### config.mk
export PLATFORM = sky130hd
export DESIGN_NAME = spse_serial_engine
export DESIGN_NICKNAME = d
export VERILOG_FILES = /design/src/verilog/spse_pkg.sv /design/src/verilog/spse_tim_if.sv /design/src/verilog/spse_serial_engine.sv /design/src/verilog/spse_timing.sv /design/src/verilog/spse_rx_sampler.sv
export SDC_FILE = /design/constraint.sdc
export NUM_CORES = 1
export LEC_CHECK = 0
export BUFFER_PORTS_ARGS = -buffer_cell sky130_fd_sc_hd__buf_2
export CAP_MARGIN = 10
export CORE_MARGIN = 2
export CORE_UTILIZATION = 41
export CTS_BUF_LIST = sky130_fd_sc_hd__clkbuf_8
export CTS_CLUSTER_SIZE = 28
export DETAILED_ROUTE_END_ITERATION = 10
export PLACE_DENSITY_LB_ADDON = 0.2
export SKIP_CTS_REPAIR_TIMING = 1
export SLEW_MARGIN = 20
export SYNTH_ARGS = -nofsm -noshare
export SYNTH_HDL_FRONTEND = slang
export SYNTH_SLANG_ARGS = --single-unit
### constraint.sdc
create_clock -name mclk -period 3 [get_ports mclk]
set_input_delay 0.45 -clock mclk [delete_from_list [all_inputs] [get_ports mclk]]
set_output_delay 0.45 -clock mclk [all_outputs]
set_load 0.01 [all_outputs]
### src/verilog/spse_pkg.sv
// constants, modes and state codes of the serial port shift engine
// assumes one clock at the oscillator rate and software-facing plain ports
// ********************************************************************
// Behaviour
// [RULE_01] mode 0 moves eight bits LSB first on two-way data pin, drives shift clock
// [RULE_02] mode 0 write loads marker; send one machine cycle later
// [RULE_03] mode 0 transmit clock low S3-S5, high S6-S2; shift right at S6P2
// [RULE_04] mode 0 zero fill; last shift, send off, flag at cycle ten
// [RULE_05] mode 0 receive on enable, clear flag; load 11111110, then receive
// [RULE_06] mode 0 receive clock edges S3P1/S6P1; shift left at S6P2 with S5P2 sample
// [RULE_07] mode 0 start zero at left gives last shift, buffer load, flag cycle ten
// [RULE_08] mode 1 frame: start, eight data LSB first, stop; stop to ninth field
// [RULE_09] modes 1/3 rate from timer overflow into divide-by-16
// [RULE_10] async write only requests; frame starts S1P1 after next rollover
// [RULE_11] async send: start bit, data path one bit later, first shift one after that
// [RULE_12] mode 1 last shift, send off, transmit flag at rollover ten
// [RULE_13] async edge search at sixteen per bit; edge resets counter, loads 1FF
// [RULE_14] two of three votes at counter states seven, eight, nine
// [RULE_15] nonzero start vote aborts to edge search, else reception continues
// [RULE_16] mode 1 accept only with clear flag and filter off or stop bit one
// [RULE_17] modes 2/3 eleven-bit frame, software ninth bit, received ninth stored
// [RULE_18] mode 2 rate 1/32 or 1/64 (12-clock), 1/16 or 1/32 (6-clock); mode 3 timer
// [RULE_19] modes 2/3 ninth bit loaded; first shift inserts one; flag at rollover eleven
// [RULE_20] modes 2/3 accept on clear flag and filter off or ninth one; search one bit later
// [RULE_21] software clears both flags; hardware only sets them
// [RULE_22] software sets receive enable to allow reception
// [RULE_23] software keeps filter bit zero in mode 0
// [RULE_24] bit rate source is a one-cycle tick into the divide-by-16
// ********************************************************************
package spse_pkg;
    typedef enum logic [1:0] {
        SPSE_MODE0 = 2'b00,
        SPSE_MODE1 = 2'b01,
        SPSE_MODE2 = 2'b10,
        SPSE_MODE3 = 2'b11
    } spse_mode_t;
    typedef enum logic [2:0] {
        TX_IDLE = 3'b000,
        TX_ARM = 3'b001,
        TX_SYNC = 3'b010,
        TX_START = 3'b011,
        TX_DATA = 3'b100,
        TX_LAST = 3'b101
    } spse_tx_st_t;
    typedef enum logic [2:0] {
        RX_IDLE = 3'b000,
        RX0_ARM = 3'b001,
        RX0_LOAD = 3'b010,
        RX0_ACT = 3'b011,
        RX0_LAST = 3'b100,
        RX_HUNT = 3'b101,
        RX_BITS = 3'b110,
        RX_TAIL = 3'b111
    } spse_rx_st_t;
    // phase index: state n phase p sits at 2*(n-1)+(p-1)
    localparam logic [3:0] PH_S1P1 = 4'h0;
    localparam logic [3:0] PH_S3P1 = 4'h4;
    localparam logic [3:0] PH_S5P1 = 4'h8;
    localparam logic [3:0] PH_S5P2 = 4'h9;
    localparam logic [3:0] PH_S6P1 = 4'hA;
    localparam logic [3:0] PH_S6P2 = 4'hB;
    localparam logic [3:0] PH_STEP12 = 4'h1;
    localparam logic [3:0] PH_STEP6 = 4'h2;
    // mode 2 tick dividers (terminal counts)
    localparam logic [1:0] M2_DIV12_SLOW = 2'h3;
    localparam logic [1:0] M2_DIV12_FAST = 2'h1;
    localparam logic [1:0] M2_DIV6_SLOW = 2'h1;
    localparam logic [1:0] M2_DIV6_FAST = 2'h0;
    localparam logic [3:0] DIV16_LAST = 4'hF;
    localparam logic [3:0] VOTE_FIRST = 4'h6;
    localparam logic [3:0] VOTE_MID = 4'h7;
    localparam logic [3:0] VOTE_LAST = 4'h8;
    localparam logic [7:0] RX0_LOAD_VAL = 8'hFE;
    localparam logic [8:0] RXA_LOAD_VAL = 9'h1FF;
    localparam logic [7:0] TX_MARK_POS = 8'h01;
endpackage

### src/verilog/spse_tim_if.sv
// machine-cycle strobes and the sixteen-times bit tick
// assumes one producer (timing) and one consumer (engine)
`timescale 1ns/1ps
interface spse_tim_if;
    logic s1p1;
    logic s3p1;
    logic s5p2;
    logic s6p1;
    logic s6p2;
    logic tick16;
    modport src (output s1p1, s3p1, s5p2, s6p1, s6p2, tick16);
    modport snk (input s1p1, s3p1, s5p2, s6p1, s6p2, tick16);
endinterface

### src/verilog/spse_serial_engine.sv
// serial port transmit/receive engine, synchronous mode 0 and async modes 1-3
// assumes software strobes are one-cycle pulses and mclk is the oscillator
`timescale 1ns/1ps
module spse_serial_engine import spse_pkg::*; (
    input wire logic mclk,
    input wire logic rst_b,
    input wire logic [1:0] mode,
    input wire logic clk6_mode,
    input wire logic smod,
    input wire logic baud_tick,
    input wire logic rx_enable,
    input wire logic multiprocessor_filter_bit,
    input wire logic transmit_ninth_bit,
    input wire logic buf_wr_en,
    input wire logic [7:0] buf_wr_data,
    input wire logic tx_flag_clr,
    input wire logic rx_flag_clr,
    input wire logic rxd_in,
    output logic [7:0] serial_data_buffer,
    output logic received_ninth_bit,
    output logic transmit_flag,
    output logic receive_flag,
    output logic rxd_out,
    output logic rxd_oe_b,
    output logic txd_out,
    output logic send_active,
    output logic receive_active
);
    // ********************************************************************
    // helpers
    // ********************************************************************
    // receive register runs left to right
    function automatic logic [7:0] to_buf(input logic [0:7] v);
        logic [7:0] r;
        r = 8'h00;
        for (int i = 0; i < 8; i++) begin
            r[i] = v[i];
        end
        return r;
    endfunction

    spse_tim_if tim ();
    spse_mode_t m;
    logic async_mode;
    logic fall_seen;
    logic bit_valid;
    logic bit_value;
    logic hunt;

    assign m = spse_mode_t'(mode);
    assign async_mode = m != SPSE_MODE0;

    spse_timing u_tim (
        .mclk(mclk),
        .rst_b(rst_b),
        .clk6_mode(clk6_mode),
        .smod(smod),
        .mode(mode),
        .baud_tick(baud_tick),
        .tim(tim)
    );

    spse_rx_sampler u_smp (
        .mclk(mclk),
        .rst_b(rst_b),
        .tick(tim.tick16),
        .rxd_in(rxd_in),
        .hunt(hunt),
        .fall_seen(fall_seen),
        .bit_valid(bit_valid),
        .bit_value(bit_value)
    );

    // ********************************************************************
    // transmit bit timing
    // ********************************************************************
    logic [3:0] txdiv_reg;
    logic roll_seen_reg;
    logic tx_roll;
    logic tx_evt;

    // [RULE_24] tick drives the divide-by-16
    always_ff @(posedge mclk or negedge rst_b) begin
        if (!rst_b) begin
            txdiv_reg <= 4'h0;
        end else if (tim.tick16) begin
            txdiv_reg <= txdiv_reg + 4'h1;
        end
    end
    assign tx_roll = tim.tick16 && txdiv_reg == DIV16_LAST;

    // [RULE_10] act at S1P1 after rollover
    always_ff @(posedge mclk or negedge rst_b) begin
        if (!rst_b) begin
            roll_seen_reg <= 1'b0;
        end else if (tx_roll) begin
            roll_seen_reg <= 1'b1;
        end else if (tim.s1p1 || buf_wr_en) begin
            roll_seen_reg <= 1'b0;
        end
    end
    assign tx_evt = tim.s1p1 && roll_seen_reg;

    // ********************************************************************
    // transmit control
    // ********************************************************************
    spse_tx_st_t tx_st_reg;
    logic [8:0] tsr_reg;
    logic shifted_reg;
    logic aline_reg;
    logic tx_done;
    logic tx_fill;
    logic tx_at_end;

    // [RULE_19] first shift inserts the stop one
    assign tx_fill = m[1] && !shifted_reg;
    // [RULE_04] marker just left of the MSB
    assign tx_at_end = shifted_reg && tsr_reg[8:1] == TX_MARK_POS;
    assign tx_done = (tx_st_reg == TX_LAST && tim.s1p1) || (tx_st_reg == TX_DATA && async_mode && tx_evt && tx_at_end);

    always_ff @(posedge mclk or negedge rst_b) begin
        if (!rst_b) begin
            tx_st_reg <= TX_IDLE;
            tsr_reg <= 9'h1FF;
            shifted_reg <= 1'b0;
            send_active <= 1'b0;
            aline_reg <= 1'b1;
        end else if (buf_wr_en) begin
            // [RULE_02] marker one in mode 0/1
            // [RULE_19] ninth bit from software in modes 2/3
            tsr_reg <= {(m[1] ? transmit_ninth_bit : 1'b1), buf_wr_data};
            shifted_reg <= 1'b0;
            send_active <= 1'b0;
            aline_reg <= 1'b1;
            tx_st_reg <= TX_ARM;
        end else begin
            case (tx_st_reg)
                TX_IDLE: begin
                    aline_reg <= 1'b1;
                end
                TX_ARM: begin
                    // [RULE_02] send a machine cycle after the write
                    if (!async_mode && tim.s6p2) begin
                        tx_st_reg <= TX_SYNC;
                    end else if (async_mode && tx_evt) begin
                        // [RULE_11] start bit on the line
                        send_active <= 1'b1;
                        aline_reg <= 1'b0;
                        tx_st_reg <= TX_START;
                    end
                end
                TX_SYNC: begin
                    if (tim.s1p1) begin
                        send_active <= 1'b1;
                        tx_st_reg <= TX_DATA;
                    end
                end
                TX_START: begin
                    // [RULE_11] data path one bit time later
                    if (tx_evt) begin
                        aline_reg <= tsr_reg[0];
                        tx_st_reg <= TX_DATA;
                    end
                end
                TX_DATA: begin
                    if (!async_mode && tim.s6p2) begin
                        // [RULE_03] shift right at S6P2
                        // [RULE_04] zeros enter from the left
                        tsr_reg <= {1'b0, tsr_reg[8:1]};
                        shifted_reg <= 1'b1;
                        if (tx_at_end) begin
                            tx_st_reg <= TX_LAST;
                        end
                    end else if (async_mode && tx_evt) begin
                        // [RULE_12] last shift, send off, flag
                        tsr_reg <= {tx_fill, tsr_reg[8:1]};
                        aline_reg <= tsr_reg[1];
                        shifted_reg <= 1'b1;
                        if (tx_at_end) begin
                            send_active <= 1'b0;
                            tx_st_reg <= TX_IDLE;
                        end
                    end
                end
                TX_LAST: begin
                    // [RULE_04] send off at S1P1
                    if (tim.s1p1) begin
                        send_active <= 1'b0;
                        tx_st_reg <= TX_IDLE;
                    end
                end
                default: begin
                    tx_st_reg <= TX_IDLE;
                end
            endcase
        end
    end

    // ********************************************************************
    // receive control
    // ********************************************************************
    spse_rx_st_t rx_st_reg;
    logic [0:8] rsr_reg;
    logic [0:8] rsr_shift;
    logic samp_reg;
    logic first_reg;
    logic rx_set;
    logic rx_accept;

    // [RULE_15] shift in the voted value
    assign rsr_shift = {rsr_reg[1:8], bit_value};
    // [RULE_16] mode 1: clear flag and filter off or stop one
    // [RULE_20] modes 2/3: clear flag and filter off or ninth one
    assign rx_accept = !receive_flag && (!multiprocessor_filter_bit || bit_value);
    assign hunt = rx_st_reg == RX_HUNT;

    // [RULE_06] pin sampled at S5P2
    always_ff @(posedge mclk or negedge rst_b) begin
        if (!rst_b) begin
            samp_reg <= 1'b1;
        end else if (tim.s5p2) begin
            samp_reg <= rxd_in;
        end
    end

    always_ff @(posedge mclk or negedge rst_b) begin
        if (!rst_b) begin
            rx_st_reg <= RX_IDLE;
            rsr_reg <= RXA_LOAD_VAL;
            first_reg <= 1'b0;
            receive_active <= 1'b0;
            rx_set <= 1'b0;
            serial_data_buffer <= 8'h00;
            received_ninth_bit <= 1'b0;
        end else begin
            rx_set <= 1'b0;
            case (rx_st_reg)
                RX_IDLE: begin
                    // [RULE_05] start on enable and clear flag
                    if (!async_mode && rx_enable && !receive_flag) begin
                        rx_st_reg <= RX0_ARM;
                    end else if (async_mode && rx_enable) begin
                        rx_st_reg <= RX_HUNT;
                    end
                end
                RX0_ARM: begin
                    if (tim.s1p1) begin
                        rx_st_reg <= RX0_LOAD;
                    end
                end
                RX0_LOAD: begin
                    // [RULE_05] load pattern and raise receive at the same S6P2
                    if (tim.s6p2) begin
                        rsr_reg[0:7] <= RX0_LOAD_VAL;
                        receive_active <= 1'b1;
                        rx_st_reg <= RX0_ACT;
                    end
                end
                RX0_ACT: begin
                    // [RULE_06] shift left at S6P2
                    if (tim.s6p2) begin
                        rsr_reg[0:7] <= {rsr_reg[1:7], samp_reg};
                        // [RULE_07] start zero at left: load buffer
                        if (!rsr_reg[0]) begin
                            serial_data_buffer <= to_buf({rsr_reg[1:7], samp_reg});
                            rx_st_reg <= RX0_LAST;
                        end
                    end
                end
                RX0_LAST: begin
                    // [RULE_07] receive off as flag sets
                    if (rx_set) begin
                        receive_active <= 1'b0;
                        rx_st_reg <= RX_IDLE;
                    end else if (tim.s1p1) begin
                        rx_set <= 1'b1;
                    end
                end
                RX_HUNT: begin
                    if (!rx_enable || !async_mode) begin
                        rx_st_reg <= RX_IDLE;
                    end else if (fall_seen) begin
                        // [RULE_13] load 1FF on the edge
                        rsr_reg <= RXA_LOAD_VAL;
                        first_reg <= 1'b1;
                        receive_active <= 1'b1;
                        rx_st_reg <= RX_BITS;
                    end
                end
                RX_BITS: begin
                    if (bit_valid) begin
                        first_reg <= 1'b0;
                        if (first_reg && bit_value) begin
                            // [RULE_15] false start rejected
                            receive_active <= 1'b0;
                            rx_st_reg <= RX_HUNT;
                        end else if (!rsr_reg[0]) begin
                            // [RULE_08] stop bit into ninth field
                            // [RULE_17] ninth data bit into ninth field
                            if (rx_accept) begin
                                serial_data_buffer <= to_buf(rsr_shift[0:7]);
                                received_ninth_bit <= rsr_shift[8];
                                rx_set <= 1'b1;
                            end
                            receive_active <= 1'b0;
                            // [RULE_20] 9-bit modes wait out the stop bit
                            rx_st_reg <= (m == SPSE_MODE1) ? RX_HUNT : RX_TAIL;
                        end else begin
                            rsr_reg <= rsr_shift;
                        end
                    end
                end
                RX_TAIL: begin
                    if (bit_valid) begin
                        rx_st_reg <= RX_HUNT;
                    end
                end
                default: begin
                    rx_st_reg <= RX_IDLE;
                end
            endcase
        end
    end

    // ********************************************************************
    // flags
    // ********************************************************************
    // [RULE_21] hardware only sets; a set in the clear cycle wins
    always_ff @(posedge mclk or negedge rst_b) begin
        if (!rst_b) begin
            transmit_flag <= 1'b0;
        end else if (tx_done) begin
            transmit_flag <= 1'b1;
        end else if (tx_flag_clr) begin
            transmit_flag <= 1'b0;
        end
    end

    always_ff @(posedge mclk or negedge rst_b) begin
        if (!rst_b) begin
            receive_flag <= 1'b0;
        end else if (rx_set) begin
            receive_flag <= 1'b1;
        end else if (rx_flag_clr) begin
            receive_flag <= 1'b0;
        end
    end

    // ********************************************************************
    // pins
    // ********************************************************************
    logic sclk_reg;

    // [RULE_03] clock low S3..S5, high S6..S2
    // [RULE_06] edges at S3P1 and S6P1
    always_ff @(posedge mclk or negedge rst_b) begin
        if (!rst_b) begin
            sclk_reg <= 1'b1;
        end else if (!(send_active || receive_active) || async_mode) begin
            sclk_reg <= 1'b1;
        end else if (tim.s3p1) begin
            sclk_reg <= 1'b0;
        end else if (tim.s6p1) begin
            sclk_reg <= 1'b1;
        end
    end

    // [RULE_01] mode 0 clock on output pin, data on two-way pin
    always_ff @(posedge mclk or negedge rst_b) begin
        if (!rst_b) begin
            txd_out <= 1'b1;
            rxd_out <= 1'b1;
            rxd_oe_b <= 1'b1;
        end else begin
            txd_out <= async_mode ? aline_reg : sclk_reg;
            rxd_out <= tsr_reg[0];
            rxd_oe_b <= !(!async_mode && send_active);
        end
    end
endmodule

### src/verilog/spse_timing.sv
// machine-cycle phase generator and bit tick select
// assumes mclk is the oscillator and baud_tick a one-cycle timer overflow
`timescale 1ns/1ps
module spse_timing import spse_pkg::*; (
    input wire logic mclk,
    input wire logic rst_b,
    input wire logic clk6_mode,
    input wire logic smod,
    input wire logic [1:0] mode,
    input wire logic baud_tick,
    spse_tim_if.src tim
);
    logic [3:0] pc_reg;
    logic [3:0] pc_step;
    logic [1:0] m2div_reg;
    logic [1:0] m2_term;
    logic m2_tick;

    // 6-clock mode walks only P1 slots, so P2 strobes fold onto them
    assign pc_step = clk6_mode ? PH_STEP6 : PH_STEP12;
    always_ff @(posedge mclk or negedge rst_b) begin
        if (!rst_b) begin
            pc_reg <= PH_S1P1;
        end else if (pc_reg + pc_step > PH_S6P2) begin
            pc_reg <= PH_S1P1;
        end else begin
            pc_reg <= pc_reg + pc_step;
        end
    end
    assign tim.s1p1 = pc_reg == PH_S1P1;
    assign tim.s3p1 = pc_reg == PH_S3P1;
    assign tim.s5p2 = (pc_reg == PH_S5P2) || (clk6_mode && pc_reg == PH_S5P1);
    assign tim.s6p1 = pc_reg == PH_S6P1;
    assign tim.s6p2 = (pc_reg == PH_S6P2) || (clk6_mode && pc_reg == PH_S6P1);

    // [RULE_18] mode 2 fixed rate
    assign m2_term = clk6_mode ? (smod ? M2_DIV6_FAST : M2_DIV6_SLOW) : (smod ? M2_DIV12_FAST : M2_DIV12_SLOW);
    always_ff @(posedge mclk or negedge rst_b) begin
        if (!rst_b) begin
            m2div_reg <= 2'h0;
        end else if (m2div_reg >= m2_term) begin
            m2div_reg <= 2'h0;
        end else begin
            m2div_reg <= m2div_reg + 2'h1;
        end
    end
    assign m2_tick = m2div_reg >= m2_term;
    // [RULE_09] timer overflow rate
    assign tim.tick16 = (mode == SPSE_MODE2) ? m2_tick : baud_tick;
endmodule

### src/verilog/spse_rx_sampler.sv
// sixteen-times receive sampler: edge finder and 2-of-3 voter
// assumes rxd_in synchronous to mclk and tick one cycle wide
`timescale 1ns/1ps
module spse_rx_sampler import spse_pkg::*; (
    input wire logic mclk,
    input wire logic rst_b,
    input wire logic tick,
    input wire logic rxd_in,
    input wire logic hunt,
    output logic fall_seen,
    output logic bit_valid,
    output logic bit_value
);
    logic [3:0] cnt_reg;
    logic prev_reg;
    logic [1:0] smp_reg;

    // [RULE_13] edge search at sixteen times the rate
    assign fall_seen = hunt && tick && prev_reg && !rxd_in;
    always_ff @(posedge mclk or negedge rst_b) begin
        if (!rst_b) begin
            prev_reg <= 1'b1;
        end else if (tick) begin
            prev_reg <= rxd_in;
        end
    end
    // [RULE_24] counter advances per tick
    always_ff @(posedge mclk or negedge rst_b) begin
        if (!rst_b) begin
            cnt_reg <= 4'h0;
        end else if (fall_seen) begin
            cnt_reg <= 4'h0;
        end else if (tick) begin
            cnt_reg <= cnt_reg + 4'h1;
        end
    end
    // [RULE_14] three samples, majority
    always_ff @(posedge mclk or negedge rst_b) begin
        if (!rst_b) begin
            smp_reg <= 2'b11;
        end else if (tick && cnt_reg == VOTE_FIRST) begin
            smp_reg[0] <= rxd_in;
        end else if (tick && cnt_reg == VOTE_MID) begin
            smp_reg[1] <= rxd_in;
        end
    end
    assign bit_valid = tick && cnt_reg == VOTE_LAST && !hunt;
    assign bit_value = (smp_reg[0] & smp_reg[1]) | (smp_reg[0] & rxd_in) | (smp_reg[1] & rxd_in);
endmodule

* Word level (Yosys, flattened, before mapping)
Index checks and enable logic that the tools add are counted.
** Storage, ports and cells
- Register bits after elaboration :: 64
- Logic and storage cells :: 270
** Cells by class
- Bitwise gates (word level) :: 8
- Order comparisons :: 2
- Eq/ne operators :: 53
- Muxes and demuxes :: 102
- $add $sub $neg :: 4
- Reduce and logical (&&, ||, !) cells :: 72
** Operators with widths (count)
- 2-to-1 mux 9 bit :: 9
- 2-to-1 mux 3 bit :: 23
- 2-to-1 mux 8 bit :: 8
- 2-to-1 mux 1 bit :: 44
- one-hot mux 8 bit (4 select lines) :: 1
- != test 3 bit, second input constant :: 10
- != test 2 bit, second input constant :: 14
- logical AND 1 bit :: 25
- equality test 4 bit, second input constant :: 6
- one-hot mux 3 bit (8 select lines) :: 1
- AND reduction 8 bit :: 3
- AND reduction 7 bit :: 3
- equality test 3 bit, second input constant :: 6
- one-hot mux 3 bit (6 select lines) :: 1
- one-hot mux 8 bit (2 select lines) :: 1
- nonzero test 2 bit :: 8
- equality test 3 x 2 -> 1 bit, second input constant :: 4
- equality test 4 x 3 -> 1 bit, second input constant :: 3
- 2-to-1 mux 4 bit :: 3
- != test 4 bit, second input constant :: 3
- one-hot mux 1 bit (4 select lines) :: 3
- AND reduction 6 bit :: 2
- 2-to-1 mux 2 bit :: 5
- AND reduction 10 bit :: 1
- other kinds (25) :: 54

* Logic depth before layout (Yosys ltp)
Gate-level depths: netlist (run 1).
- Depth in word-level cells :: 10
- Mapped depth :: 8
- Gate-level depth less buffers :: 7

* Cells and area by module
From an unflattened synthesis (run 1), not the netlist that was laid out.
** Second synthesis, totals
- Cells, all modules :: 356
- Area total of the unflattened synthesis :: 3636.0 µm²
** Modules (own cells, without submodules)
- spse_serial_engine :: instances 1, area an instance 2824.0 µm², cells each 280
- spse_timing :: instances 1, area an instance 410.4 µm², cells each 43
- spse_rx_sampler :: instances 1, area an instance 401.6 µm², cells each 33

* Worst setup path before layout (run 1)
Ideal clock, no wire load.
- Path kind :: input to register
- Start :: input clk6_mode
- End :: register serial_data_buffer[0]
- Stages :: 6
- Data arrival time :: 2.396 ns
- Path slack :: 0.480 ns
- Cell sequence :: or2_2 -> ha_1 -> a2111oi_4 -> nor4_1 -> a31oi_2 -> mux2_2
** On the way
- Cells in the longest elaborated chain, start to end :: 7
- Elaborated cells on any way between the ends :: 10
** RTL lines
- start, declared :: line spse_serial_engine.sv:8 : input wire logic clk6_mode,
- 2-to-1 mux 2 bit :: line spse_timing.sv:37 : assign m2_term = clk6_mode ? (smod ? M2_DIV6_FAST : M2_DIV6_SLOW) : (smod ? M2_DIV12_FAST : M2_DIV12_SLOW);
- greater-or-equal comparator 2 bit :: line spse_timing.sv:47 : assign m2_tick = m2div_reg >= m2_term;
- 2-to-1 mux 1 bit :: line spse_timing.sv:49 : assign tim.tick16 = (mode == SPSE_MODE2) ? m2_tick : baud_tick;
- logical AND 1 bit (2 in a row) :: line spse_rx_sampler.sv:47 : assign bit_valid = tick && cnt_reg == VOTE_LAST && !hunt;
- != test 2 bit (no line)
- AND reduction 7 bit (no line) (*)
- end signal, assigned :: line spse_serial_engine.sv:265 : serial_data_buffer <= to_buf({rsr_reg[1:7], samp_reg});
- end signal, assigned :: line spse_serial_engine.sv:301 : serial_data_buffer <= to_buf(rsr_shift[0:7]);
- end, declared :: line spse_serial_engine.sv:19 : output logic [7:0] serial_data_buffer,
Every way passes the cells marked *; elsewhere a longest branch is shown, timed or not.
A chain may end at the register's enable or synchronous reset.

* Worst setup path in the final report (run 1)
- Start :: register u_tim.m2div_reg[0]
- End :: register serial_data_buffer[7]
** On the way
- Cells in the longest elaborated chain, start to end :: 6
** RTL lines
- start, declared :: line spse_timing.sv:15 : logic [1:0] m2div_reg;
- start signal, assigned :: line spse_timing.sv:44 : m2div_reg <= m2div_reg + 2'h1;
- greater-or-equal comparator 2 bit :: line spse_timing.sv:47
- 2-to-1 mux 1 bit :: line spse_timing.sv:49
- logical AND 1 bit (2 in a row) :: line spse_rx_sampler.sv:47
- != test 2 bit (no line)
- AND reduction 7 bit (no line)
No other way between the ends.

==> implementation parameters, run 1 <==
Parameter                              Value

Route
  Final WL ... 8.09 mm
  Via-per-instance ratio ... 5.47
  Number of iterations in the first detailed-routing pass ... 4
  Total vias in the final route ... 2881
  Detailed router's first-iteration violation count ... 184
  Routed length per placed instance ... 15.4 µm
  Detailed-route DRC error count ... 0
  Number of nets with antenna violations after detailed routing ... 0

Timing
  Max Clock Skew ... 0.0117 ns
  Post-Route Setup TNS ... 0 ns
  Max Slew Vio Count ... 0
  RSZ-0062 raised after global routing ... no
  Post-route minimum period ... 2.54 ns
  Final clock period utilization by the worst path ... 0.846
  Worst-Margin Slew ... 0.695 ns
  Final setup vio count ... 0
  Rel. slew slack ... 0.537
  Final number of hold-violating endpoints ... 0
  F_max ... 0.394 GHz

Synth
  Per-instance average area after synthesis ... 9.69 µm²
  Net Count, Synth ... 402
  Fraction of the mapped netlist area in compound gates ... 0.166
  Synth cell count leaders ... dfrtp_1, nand2_1, dfstp_2, nor2_1, inv_1
  Warnings from Yosys ... 0
  Simple logic cell fraction of the synthesized area ... 0.187
  Parity-gate share of the synthesized area counting xor and xnor cells ... 0.0170
  Number of synthesized flops with an enable pin ... 0
  Top_reg_cell synth ... dfrtp_1
  Sequential cell area fraction in the yosys report ... 0.455
  Post-synthesis sequential element count ... 64
  Area share of the largest cell type after synthesis ... 0.257
  Post-synthesis mux area share ... 0.0912
  Most frequent cell after synthesis ... dfrtp_1
  Synth cell types ... 64
  Main area contributors after synthesis ... dfrtp_1, dfstp_2, mux2i_1
  Cell area after synthesis ... 3600 µm²
  Share of synthesized cell area in full adder, half adder and majority cells ... 0.0393
  Cell type with the highest aggregate area in the netlist ... dfrtp_1
  Cells after synthesis ... 371
  Share of async-settable or async-resettable flops after synthesis ... 1.00
  Combinational family with the most area after synthesis ... simple AND/OR/NAND/NOR gates

Pwr
  Pwr Density ... 905 nW/µm²
  Leakage component of the power ... 1.87 nW
  Worst voltage drop across the vdd grid ... 0.461 mV
  Overall power of the completed layout ... 3.78 mW

Finish
  Final cell utilization of the core ... 0.487
  Number of inserted filler cells in the final layout ... 818
  Net count of the finished layout ... 445
  Final std cells w/o fill ... 527
  Antenna fix cells ... 0
  Share of post-route cells with drive strength above 1 ... 0.286
  Area growth syn-to-layout ... 16.3%

Critical path
  Critical path class ... flip-flop to flip-flop
  WP data arrival ... 2.77 ns
  Category of the worst setup path capture point ... flip-flop
  Startpoint type of the worst setup path ... flip-flop
  CP max FO ... 9
  Crit path required time ... 3.23 ns

Die
  X dimension of the die ... 97.7 µm
  I/O pins ... 38
  Placement Rows ... 34
  Area of the die ... 9540 µm²
  Initial Utilization ... 0.418
  Die boundary height ... 97.7 µm
  Core area ... 8590 µm²

Status
  Result of the run ... finished clean

Min path
  Hold WC Path Type ... input port to asynchronous set/reset pin

Place
  Final weighted congestion in routability-driven placement ... 0.926
  Number of placed instances, taps included ... 511
  Final HPWL from detailed placement ... 5.78 mm
  # port buffers ... 37

Flow run
  Max-cap violation count ... 0

CTS
  H-tree lvl count ... 3
  Deepest clock path buffer count ... 2
  CTS buffer count ... 9
  Post-CTS clock slew at the launch and capture registers of the worst setup and hold paths ... 0.08 ns
  Insertion delay of the later-clocked pin in the worst-skew pair ... 0.35 ns
  CTS tree ... built
  Clock root cell ... clkbuf_8
  Count of clock tree sinks ... 64

Global routing
  Antenna violations before repair ... 0
  GRT Resource Usage Total ... 0.178
  Largest net degree at the start of global routing ... 35
  Global-route wire length before repair ... 13.7 mm
  Remaining Overflow, GRT ... 0
  Number of global-route vias before repair ... 2788
[final timing paths]
path                       depth (start not counted)                                end  slack [ns]                    startpoint
min reg2reg                                        0                  rxd_out$_DFF_PN1_        0.39        tsr_reg[0]$_DFFE_PN1P_
min                                                1          u_tim.pc_reg[0]$_DFF_PN0_        0.14                         rst_b
max                                                8  serial_data_buffer[7]$_DFFE_PN0P_        0.46  u_tim.m2div_reg[0]$_DFF_PN0_
min in group mclk                                  2          transmit_flag$_DFFE_PN0P_        0.28                   tx_flag_clr
max in group asynchronous                          2             tsr_reg[7]$_DFFE_PN1P_        2.16                         rst_b
max reg2reg                                        8  serial_data_buffer[7]$_DFFE_PN0P_        0.46  u_tim.m2div_reg[0]$_DFF_PN0_
[critical path: stages (launching register included)]
cell	delay (ns)
dfrtp_1	0.38
inv_1	0.06
ha_1	0.26
nand2b_1	0.19
a2111oi_4	0.62
nor4_1	0.19
a31oi_2	0.18
buf_4	0.20
mux2_2	0.34
[final cells by class]
type,count,area [µm²],share of cell area
Timing Repair Buffer,47,273,0.0652
Sequential cell,64,1640,0.391
Inverter,25,93.8,0.0224
Clock buffer,9,124,0.0296
Tap cell,108,135,0.0323
Multi-Input combinational cell,267,1800,0.431
Clock inverter,7,119,0.0284
[per-stage QoR]
| step | cell area [µm²] | setup slack [ns] | hold WS (ns) |
|---|---|---|---|
| 6_report | 4180 | 0.461 | 0.139 |
| 5_1_grt | 4180 | 0.288 | 0.187 |
| 4_1_cts | 4180 | 0.452 | 0.167 |
| 3_5_place_dp | 3940 | 0.140 | 0.378 |
| 3_3_place_gp | 3940 | 0.212 | 0.373 |
| 2_1_floorplan | 3600 | 0.480 | 0.154 |
[layout by cell type, fill, tap and decap left out, types with 3 or more instances in the layout]
cell       netlist  final
a211oi_1         6      6
dfrtp_1         37     37
clkbuf_8         0      9
ha_1             8      8
a21o_1           3      3
o21ai_0         24     24
nor4_1           6      6
a31oi_1          3      3
nor2_1          27     27
buf_2            4     37
bufinv_16        0      3
mux2i_1         17     17
dfstp_2         27     27
nor2b_1         11     11
mux2_2          14     14
inv_1           25     25
buf_4            1      9
nand4_1          8      8
nand3_1          8      8
or2_2            4      4
a21oi_1         23     23
nand2b_1         4      4
nor3_1           6      6
xnor2_1          7      7
nand2_1         35     35
o211ai_1         4      4
[kinds of logic (layout without fill, tap and decap cells)]
logic type	Yosys count	in the layout
muxes	31	31
adders and majority gates	11	11
buffers and inverters	40	88
and+or+nand+nor	129	129
DFF	64	64
xor gates and xnor gates	7	7
AOI/OAI and AO/OA	89	89
[power by group]
group,total (mW),switching [mW],internal [mW]
Combinational,1.43,0.781,0.651
Clock,0.928,0.375,0.553
Sequential,1.42,0.222,1.20
[layer usage]
metal / up-vias / GRT usage / wire length, µm
met5: - / 0 / 0
li1: 1407 / - / -
met2: 74 / 0.259 / 3550
met3: 12 / 0.0338 / 380
met1: 1388 / 0.260 / 4010
met4: 0 / 0.0726 / 156
Note: power is estimated with default switching activity, not from simulation.
==> run 2, diff against run 1 <==
clock period = 2.4 ns   (was 3 ns; I/O delays follow)
==> implementation parameters, run 2 (same netlist as run 1, synthesis figures left out) <==
Parameter                              Value

Status
  Result of the run ... finished clean

Critical path
  Cells on worst reg2reg path ... 9 (+1)
  CP max FO ... 7 (-2)
  Crit path required time ... 2.67 ns (-0.56 ns)
  Launching point of the worst reg2reg path ... u_tim.m2div_reg[0]$_DFF_PN0_
  CP Depth ... 9 (+1)
  Slowest cell delay on critical path ... 0.52 ns (-0.10 ns)
  WP data arrival ... 2.54 ns (-0.23 ns)
  Startpoint type of the worst setup path ... flip-flop
  Category of the worst setup path capture point ... flip-flop
  Beginning of the critical path ... u_tim.m2div_reg[0]$_DFF_PN0_
  Critical-path top delay cell ... or4_4
  Number of buffers and inverters on the critical path ... 3 (+1)
  Critical path class ... flip-flop to flip-flop
  Largest delay share family, worst path ... simple AND/OR/NAND/NOR gates
  Ordered cell list for the critical path ... inv_1 -> ha_1 -> nand2b_4 -> a2111oi_4 -> buf_4 -> or4_4 -> a211oi_4 -> buf_12 -> mux2i_1

Place
  Post-place setup slack ... -0.164 ns (-0.304 ns)
  Post-place instance area ... 4030 µm² (+2.4%)
  # port buffers ... 37 (unchanged)
  Final HPWL from detailed placement ... 5.70 mm (-1.4%)
  Number of placed instances, taps included ... 521 (+2.0%)
  Final weighted congestion in routability-driven placement ... 0.874 (-5.6%)

Die
  X dimension of the die ... 97.7 µm (unchanged)
  Core area ... 8590 µm² (unchanged)
  I/O pins ... 38 (unchanged)
  Placement Rows ... 34 (unchanged)
  Die boundary height ... 97.7 µm (unchanged)
  Area of the die ... 9540 µm² (unchanged)
  Initial Utilization ... 0.418 (unchanged)

Route
  Detailed-route DRC error count ... 0 (unchanged)
  Number of nets with antenna violations after detailed routing ... 0 (unchanged)
  Via-per-instance ratio ... 5.42 (-0.83%)
  Number of iterations in the first detailed-routing pass ... 4 (unchanged)
  Final WL ... 8.10 mm (+0.12%)
  Detailed route wirelength on metal3 ... 381 µm (+0.26%)
  Met1 wire length ... 4.13 mm (+2.9%)
  Detailed router's first-iteration violation count ... 207 (+13%)
  Routed length per placed instance ... 15.0 µm (-2.1%)
  Highest signal layer in the routed design ... met4
  Routed wl met2 ... 3.43 mm (-3.4%)
  Total vias in the final route ... 2922 (+1.4%)

Global routing
  Largest net degree at the start of global routing ... 65 (+86%)
  Number of global-route vias before repair ... 2783 (-0.18%)
  GRT Resource Usage Total ... 0.181 (+0.00287)
  Antenna violations before repair ... 0 (unchanged)
  Global-route wire length before repair ... 14.0 mm (+2.0%)
  Remaining Overflow, GRT ... 0 (unchanged)

Timing
  Hold slack ... 0.167 ns (+0.0279 ns)
  Rel. slew slack ... 0.454 (-0.0831)
  Post-route minimum period ... 2.27 ns (-0.265 ns)
  Worst-Margin Slew ... 0.820 ns (+0.125 ns)
  F_max ... 0.440 GHz (+12%)
  RSZ-0062 raised after global routing ... no
  Final clock period utilization by the worst path ... 0.947 (+0.101)
  Post-route setup slack ... 0.126 ns (-0.335 ns)
  Post-Route Setup TNS ... 0 ns (unchanged)
  Final setup vio count ... 0 (unchanged)
  Max Slew Vio Count ... 0 (unchanged)
  Final number of hold-violating endpoints ... 0 (unchanged)
  Max Clock Skew ... 0.00890 ns (-0.00279 ns)

Finish
  Final std cells w/o fill ... 539 (+2.3%)
  Share of post-route cells with drive strength above 1 ... 0.311 (+0.0245)
  Final cell utilization of the core ... 0.500 (+0.0138)
  Post-route cell area ... 4300 µm² (+2.8%)
  Net count of the finished layout ... 457 (+2.7%)
  Antenna fix cells ... 0 (unchanged)
  Top library cells by usage in the layout, fill and taps aside ... dfrtp_1, buf_2, nand2_1, nor2_1, dfstp_2
  Area growth syn-to-layout ... 19.6%

CTS
  CTS buffer count ... 9 (unchanged)
  H-tree lvl count ... 3 (unchanged)
  Clock root cell ... clkbuf_8
  Post-CTS clock slew at the launch and capture registers of the worst setup and hold paths ... 0.07 ns (about the same)
  CTS tree ... built
  Deepest clock path buffer count ... 2 (unchanged)
  Count of clock tree sinks ... 64 (unchanged)
  Insertion delay of the later-clocked pin in the worst-skew pair ... 0.35 ns (about the same)

Pwr
  Leakage component of the power ... 1.95 nW (+4.1%)
  Pwr Density ... 1130 nW/µm² (+25%)
  Worst voltage drop across the vdd grid ... 0.548 mV (+19%)
  Overall power of the completed layout ... 4.87 mW (+29%)

Flow run
  Max-cap violation count ... 0 (unchanged)

Min path
  Hold WC Path Type ... input port to asynchronous set/reset pin
==> run 2: path summary, 6_finish.rpt <==
kind	end	slack, ns
min	u_tim.m2div_reg[0]$_DFF_PN0_	0.17
max reg2reg	rsr_reg[1]$_DFFE_PN1P_	0.13
min in group mclk	receive_flag$_DFFE_PN0P_	0.18
max	rsr_reg[1]$_DFFE_PN1P_	0.13
max in group asynchronous	u_tim.pc_reg[0]$_DFF_PN0_	1.67
min reg2reg	rxd_out$_DFF_PN1_	0.38
==> run 2: area by class of cell <==
type                       instances  area [µm²]
clock buffer                      10         138
clock inverter                     6         108
fill                             820        4290
inverter                          25        93.8
multi-input combinational        267        1830
sequential                        64        1640
tap                              108         135
timing repair buffer              59         363
==> run 2: report_power, final <==
group / leakage [nW] / internal [mW] / switching [mW]
clock network: 0.128 / 0.715 / 0.437
registers: 0.747 / 1.50 / 0.260
logic: 1.07 / 0.932 / 1.03
total: 1.95 / 3.15 / 1.72
==> run 2: per-layer routing <==
layer / vias up / track usage
met5: - / 0
met1: 1376 / 0.269
met3: 18 / 0.0360
met2: 83 / 0.253
li1: 1445 / -
met4: 0 / 0.0812
==> run 3, diff against run 2 <==
RECOVER_POWER = 25   (was not set)
clock period = 1.9 ns   (was 2.4 ns; I/O delays follow)
==> implementation parameters, run 3 (same netlist as run 1, synthesis figures left out) <==
Parameter                              Value

Status
  Result of the run ... complete, but fails checks
  Violated checks ... setup timing

Critical path
  Ordered cell list for the critical path ... inv_1 -> ha_1 -> nand2b_4 -> a2111oi_4 -> or4_1 -> a2111oi_2 -> o21bai_1
  Slowest cell delay on critical path ... 0.65 ns (+0.13 ns)
  Category of the worst setup path capture point ... flip-flop
  Critical R2R Capture ... receive_active$_DFFE_PN0P_
  Crit path required time ... 2.12 ns (-0.55 ns)
  CP max FO ... 6 (-1)
  Critical-path top delay cell ... or4_1
  Reg2Reg Setup Slack ... -0.29 ns (-0.41 ns)
  WP data arrival ... 2.41 ns (-0.13 ns)
  Startpoint type of the worst setup path ... flip-flop
  Beginning of the critical path ... u_tim.m2div_reg[0]$_DFF_PN0_
  Launching point of the worst reg2reg path ... u_tim.m2div_reg[0]$_DFF_PN0_
  Cells on worst reg2reg path ... 7 (-2)
  Critical path class ... flip-flop to flip-flop

Finish
  Number of inserted filler cells in the final layout ... 805 (-1.8%)
  Most frequent standard cell in the layout excluding fill and tap cells ... buf_4
  Post-route cell area ... 4840 µm² (+13%)
  Antenna fix cells ... 0 (unchanged)
  Final std cells w/o fill ... 584 (+8.3%)
  Share of post-route cells with drive strength above 1 ... 0.426 (+0.116)
  Top library cells by usage in the layout, fill and taps aside ... buf_4, buf_2, dfrtp_1, nand2_1, dfstp_2
  Net count of the finished layout ... 502 (+9.8%)
  Area growth syn-to-layout ... 34.6%
  Final cell utilization of the core ... 0.563 (+0.0629)

Pwr
  Overall power of the completed layout ... 6.61 mW (+36%)
  Pwr Density ... 1370 nW/µm² (+20%)
  Worst voltage drop across the vdd grid ... 0.660 mV (+20%)
  Leakage component of the power ... 2.20 nW (+13%)

Timing
  Max Slew Vio Count ... 0 (unchanged)
  Final setup vio count ... 37 (+37)
  Final number of hold-violating endpoints ... 0 (unchanged)
  Rel. slew slack ... 0.416 (-0.0378)
  Final clock period utilization by the worst path ... 1.15 (+0.205)
  RSZ-0062 raised after global routing ... yes
  Post-Route Setup TNS ... -6.79 ns (-6.79 ns)
  F_max ... 0.457 GHz (+3.9%)
  Worst-Margin Slew ... 0.876 ns (+0.0567 ns)
  Max Clock Skew ... 0.0126 ns (+0.00367 ns)
  Post-route setup slack ... -0.289 ns (-0.415 ns)
  Hold slack ... 0.125 ns (-0.0425 ns)
  Post-route minimum period ... 2.19 ns (-0.0850 ns)

CTS
  CTS tree ... built
  H-tree lvl count ... 3 (unchanged)
  Post-CTS clock slew at the launch and capture registers of the worst setup and hold paths ... 0.08 ns (about the same)
  Deepest clock path buffer count ... 2 (unchanged)
  CTS buffer count ... 9 (unchanged)
  Clock root cell ... clkbuf_8
  Insertion delay of the later-clocked pin in the worst-skew pair ... 0.34 ns (about the same)
  Count of clock tree sinks ... 64 (unchanged)

Global routing
  Global-route wire length before repair ... 14.6 mm (+4.2%)
  Remaining Overflow, GRT ... 0 (unchanged)
  GRT Resource Usage Total ... 0.189 (+0.00791)
  Number of global-route vias before repair ... 3061 (+10%)
  Largest net degree at the start of global routing ... 65 (unchanged)
  Antenna violations before repair ... 0 (unchanged)

Place
  Final HPWL from detailed placement ... 6.30 mm (+11%)
  Number of placed instances, taps included ... 562 (+7.9%)
  Post-place setup slack ... -0.407 ns (-0.244 ns)
  # port buffers ... 37 (unchanged)
  Post-place instance area ... 4450 µm² (+10%)
  Final weighted congestion in routability-driven placement ... 0.904 (+3.4%)

Route
  Routed length per placed instance ... 15.3 µm (+1.5%)
  Number of iterations in the first detailed-routing pass ... 4 (unchanged)
  Via-per-instance ratio ... 5.38 (-0.69%)
  Number of nets with antenna violations after detailed routing ... 0 (unchanged)
  Detailed router's first-iteration violation count ... 182 (-12%)
  Total vias in the final route ... 3144 (+7.6%)
  Final WL ... 8.91 mm (+10%)
  Detailed-route DRC error count ... 0 (unchanged)

Die
  Initial Utilization ... 0.418 (unchanged)
  Area of the die ... 9540 µm² (unchanged)
  Core area ... 8590 µm² (unchanged)
  X dimension of the die ... 97.7 µm (unchanged)
  Placement Rows ... 34 (unchanged)
  I/O pins ... 38 (unchanged)
  Die boundary height ... 97.7 µm (unchanged)

Flow run
  Max-cap violation count ... 0 (unchanged)

Min path
  Start point of the worst hold path ... rx_flag_clr
  Hold WC Path Type ... input port to flip-flop
  End point of the worst hold path ... receive_flag$_DFFE_PN0P_
  Worst hold path cell count ... 2
-- run 3: cell types whose count changed in the layout (fill, tap and decap cells not counted), moves of 4 or more --
cell / change
buf_4: +36
buf_6: +5
o21ai_1: +4
o21ai_0: -6
mux2_2: -10
mux2_4: +10
-- run 3: per-layer routing --
metal / wire length, µm / vias up / track usage
met5: 0 / - / 0
li1: - / 1528 / -
met3: 305 / 14 / 0.0331
met1: 4330 / 1539 / 0.271
met2: 4150 / 63 / 0.287
met4: 133 / 0 / 0.0684
-- run 3: how the worst max path moves through the flow --
stage,endpoint,slack [ns]
final,receive_active$_DFFE_PN0P_,-0.29
after CTS,serial_data_buffer[3]$_DFFE_PN0P_,-0.28
after global routing,serial_data_buffer[3]$_DFFE_PN0P_,-0.40
after floorplan,serial_data_buffer[0]$_DFFE_PN0P_,-0.28
after detailed placement,receive_active$_DFFE_PN0P_,-0.41
after global placement,receive_active$_DFFE_PN0P_,-0.37
-- run 3: layout make-up --
| type | instances | area, µm² | area share |
|---|---|---|---|
| inverters | 25 | 93.8 | 0.0194 |
| multi-input cells | 267 | 2050 | 0.423 |
| clock buffers | 9 | 124 | 0.0256 |
| flip-flops and latches | 64 | 1640 | 0.338 |
| repair buffers | 104 | 731 | 0.151 |
| clock inverters | 7 | 72.6 | 0.0150 |
| well taps | 108 | 135 | 0.0279 |
-- run 3: where the power goes --
| group | leakage [nW] | switching (mW) | total (mW) | internal [mW] |
|---|---|---|---|---|
| Clock | 0.0952 | 0.558 | 1.16 | 0.605 |
| Combinational | 1.36 | 1.56 | 3.24 | 1.67 |
| Sequential | 0.745 | 0.309 | 2.21 | 1.90 |
| Total | 2.20 | 2.43 | 6.61 | 4.18 |
-- run 3: critical path, delay by kind of cell (launching register included) --
kind	cells	cell delay, ns
buffers and inverters	1	0.05
AOI/OAI and AO/OA	3	0.64
and+or+nand+nor	2	0.78
DFF	1	0.34
adders and majority gates	1	0.26
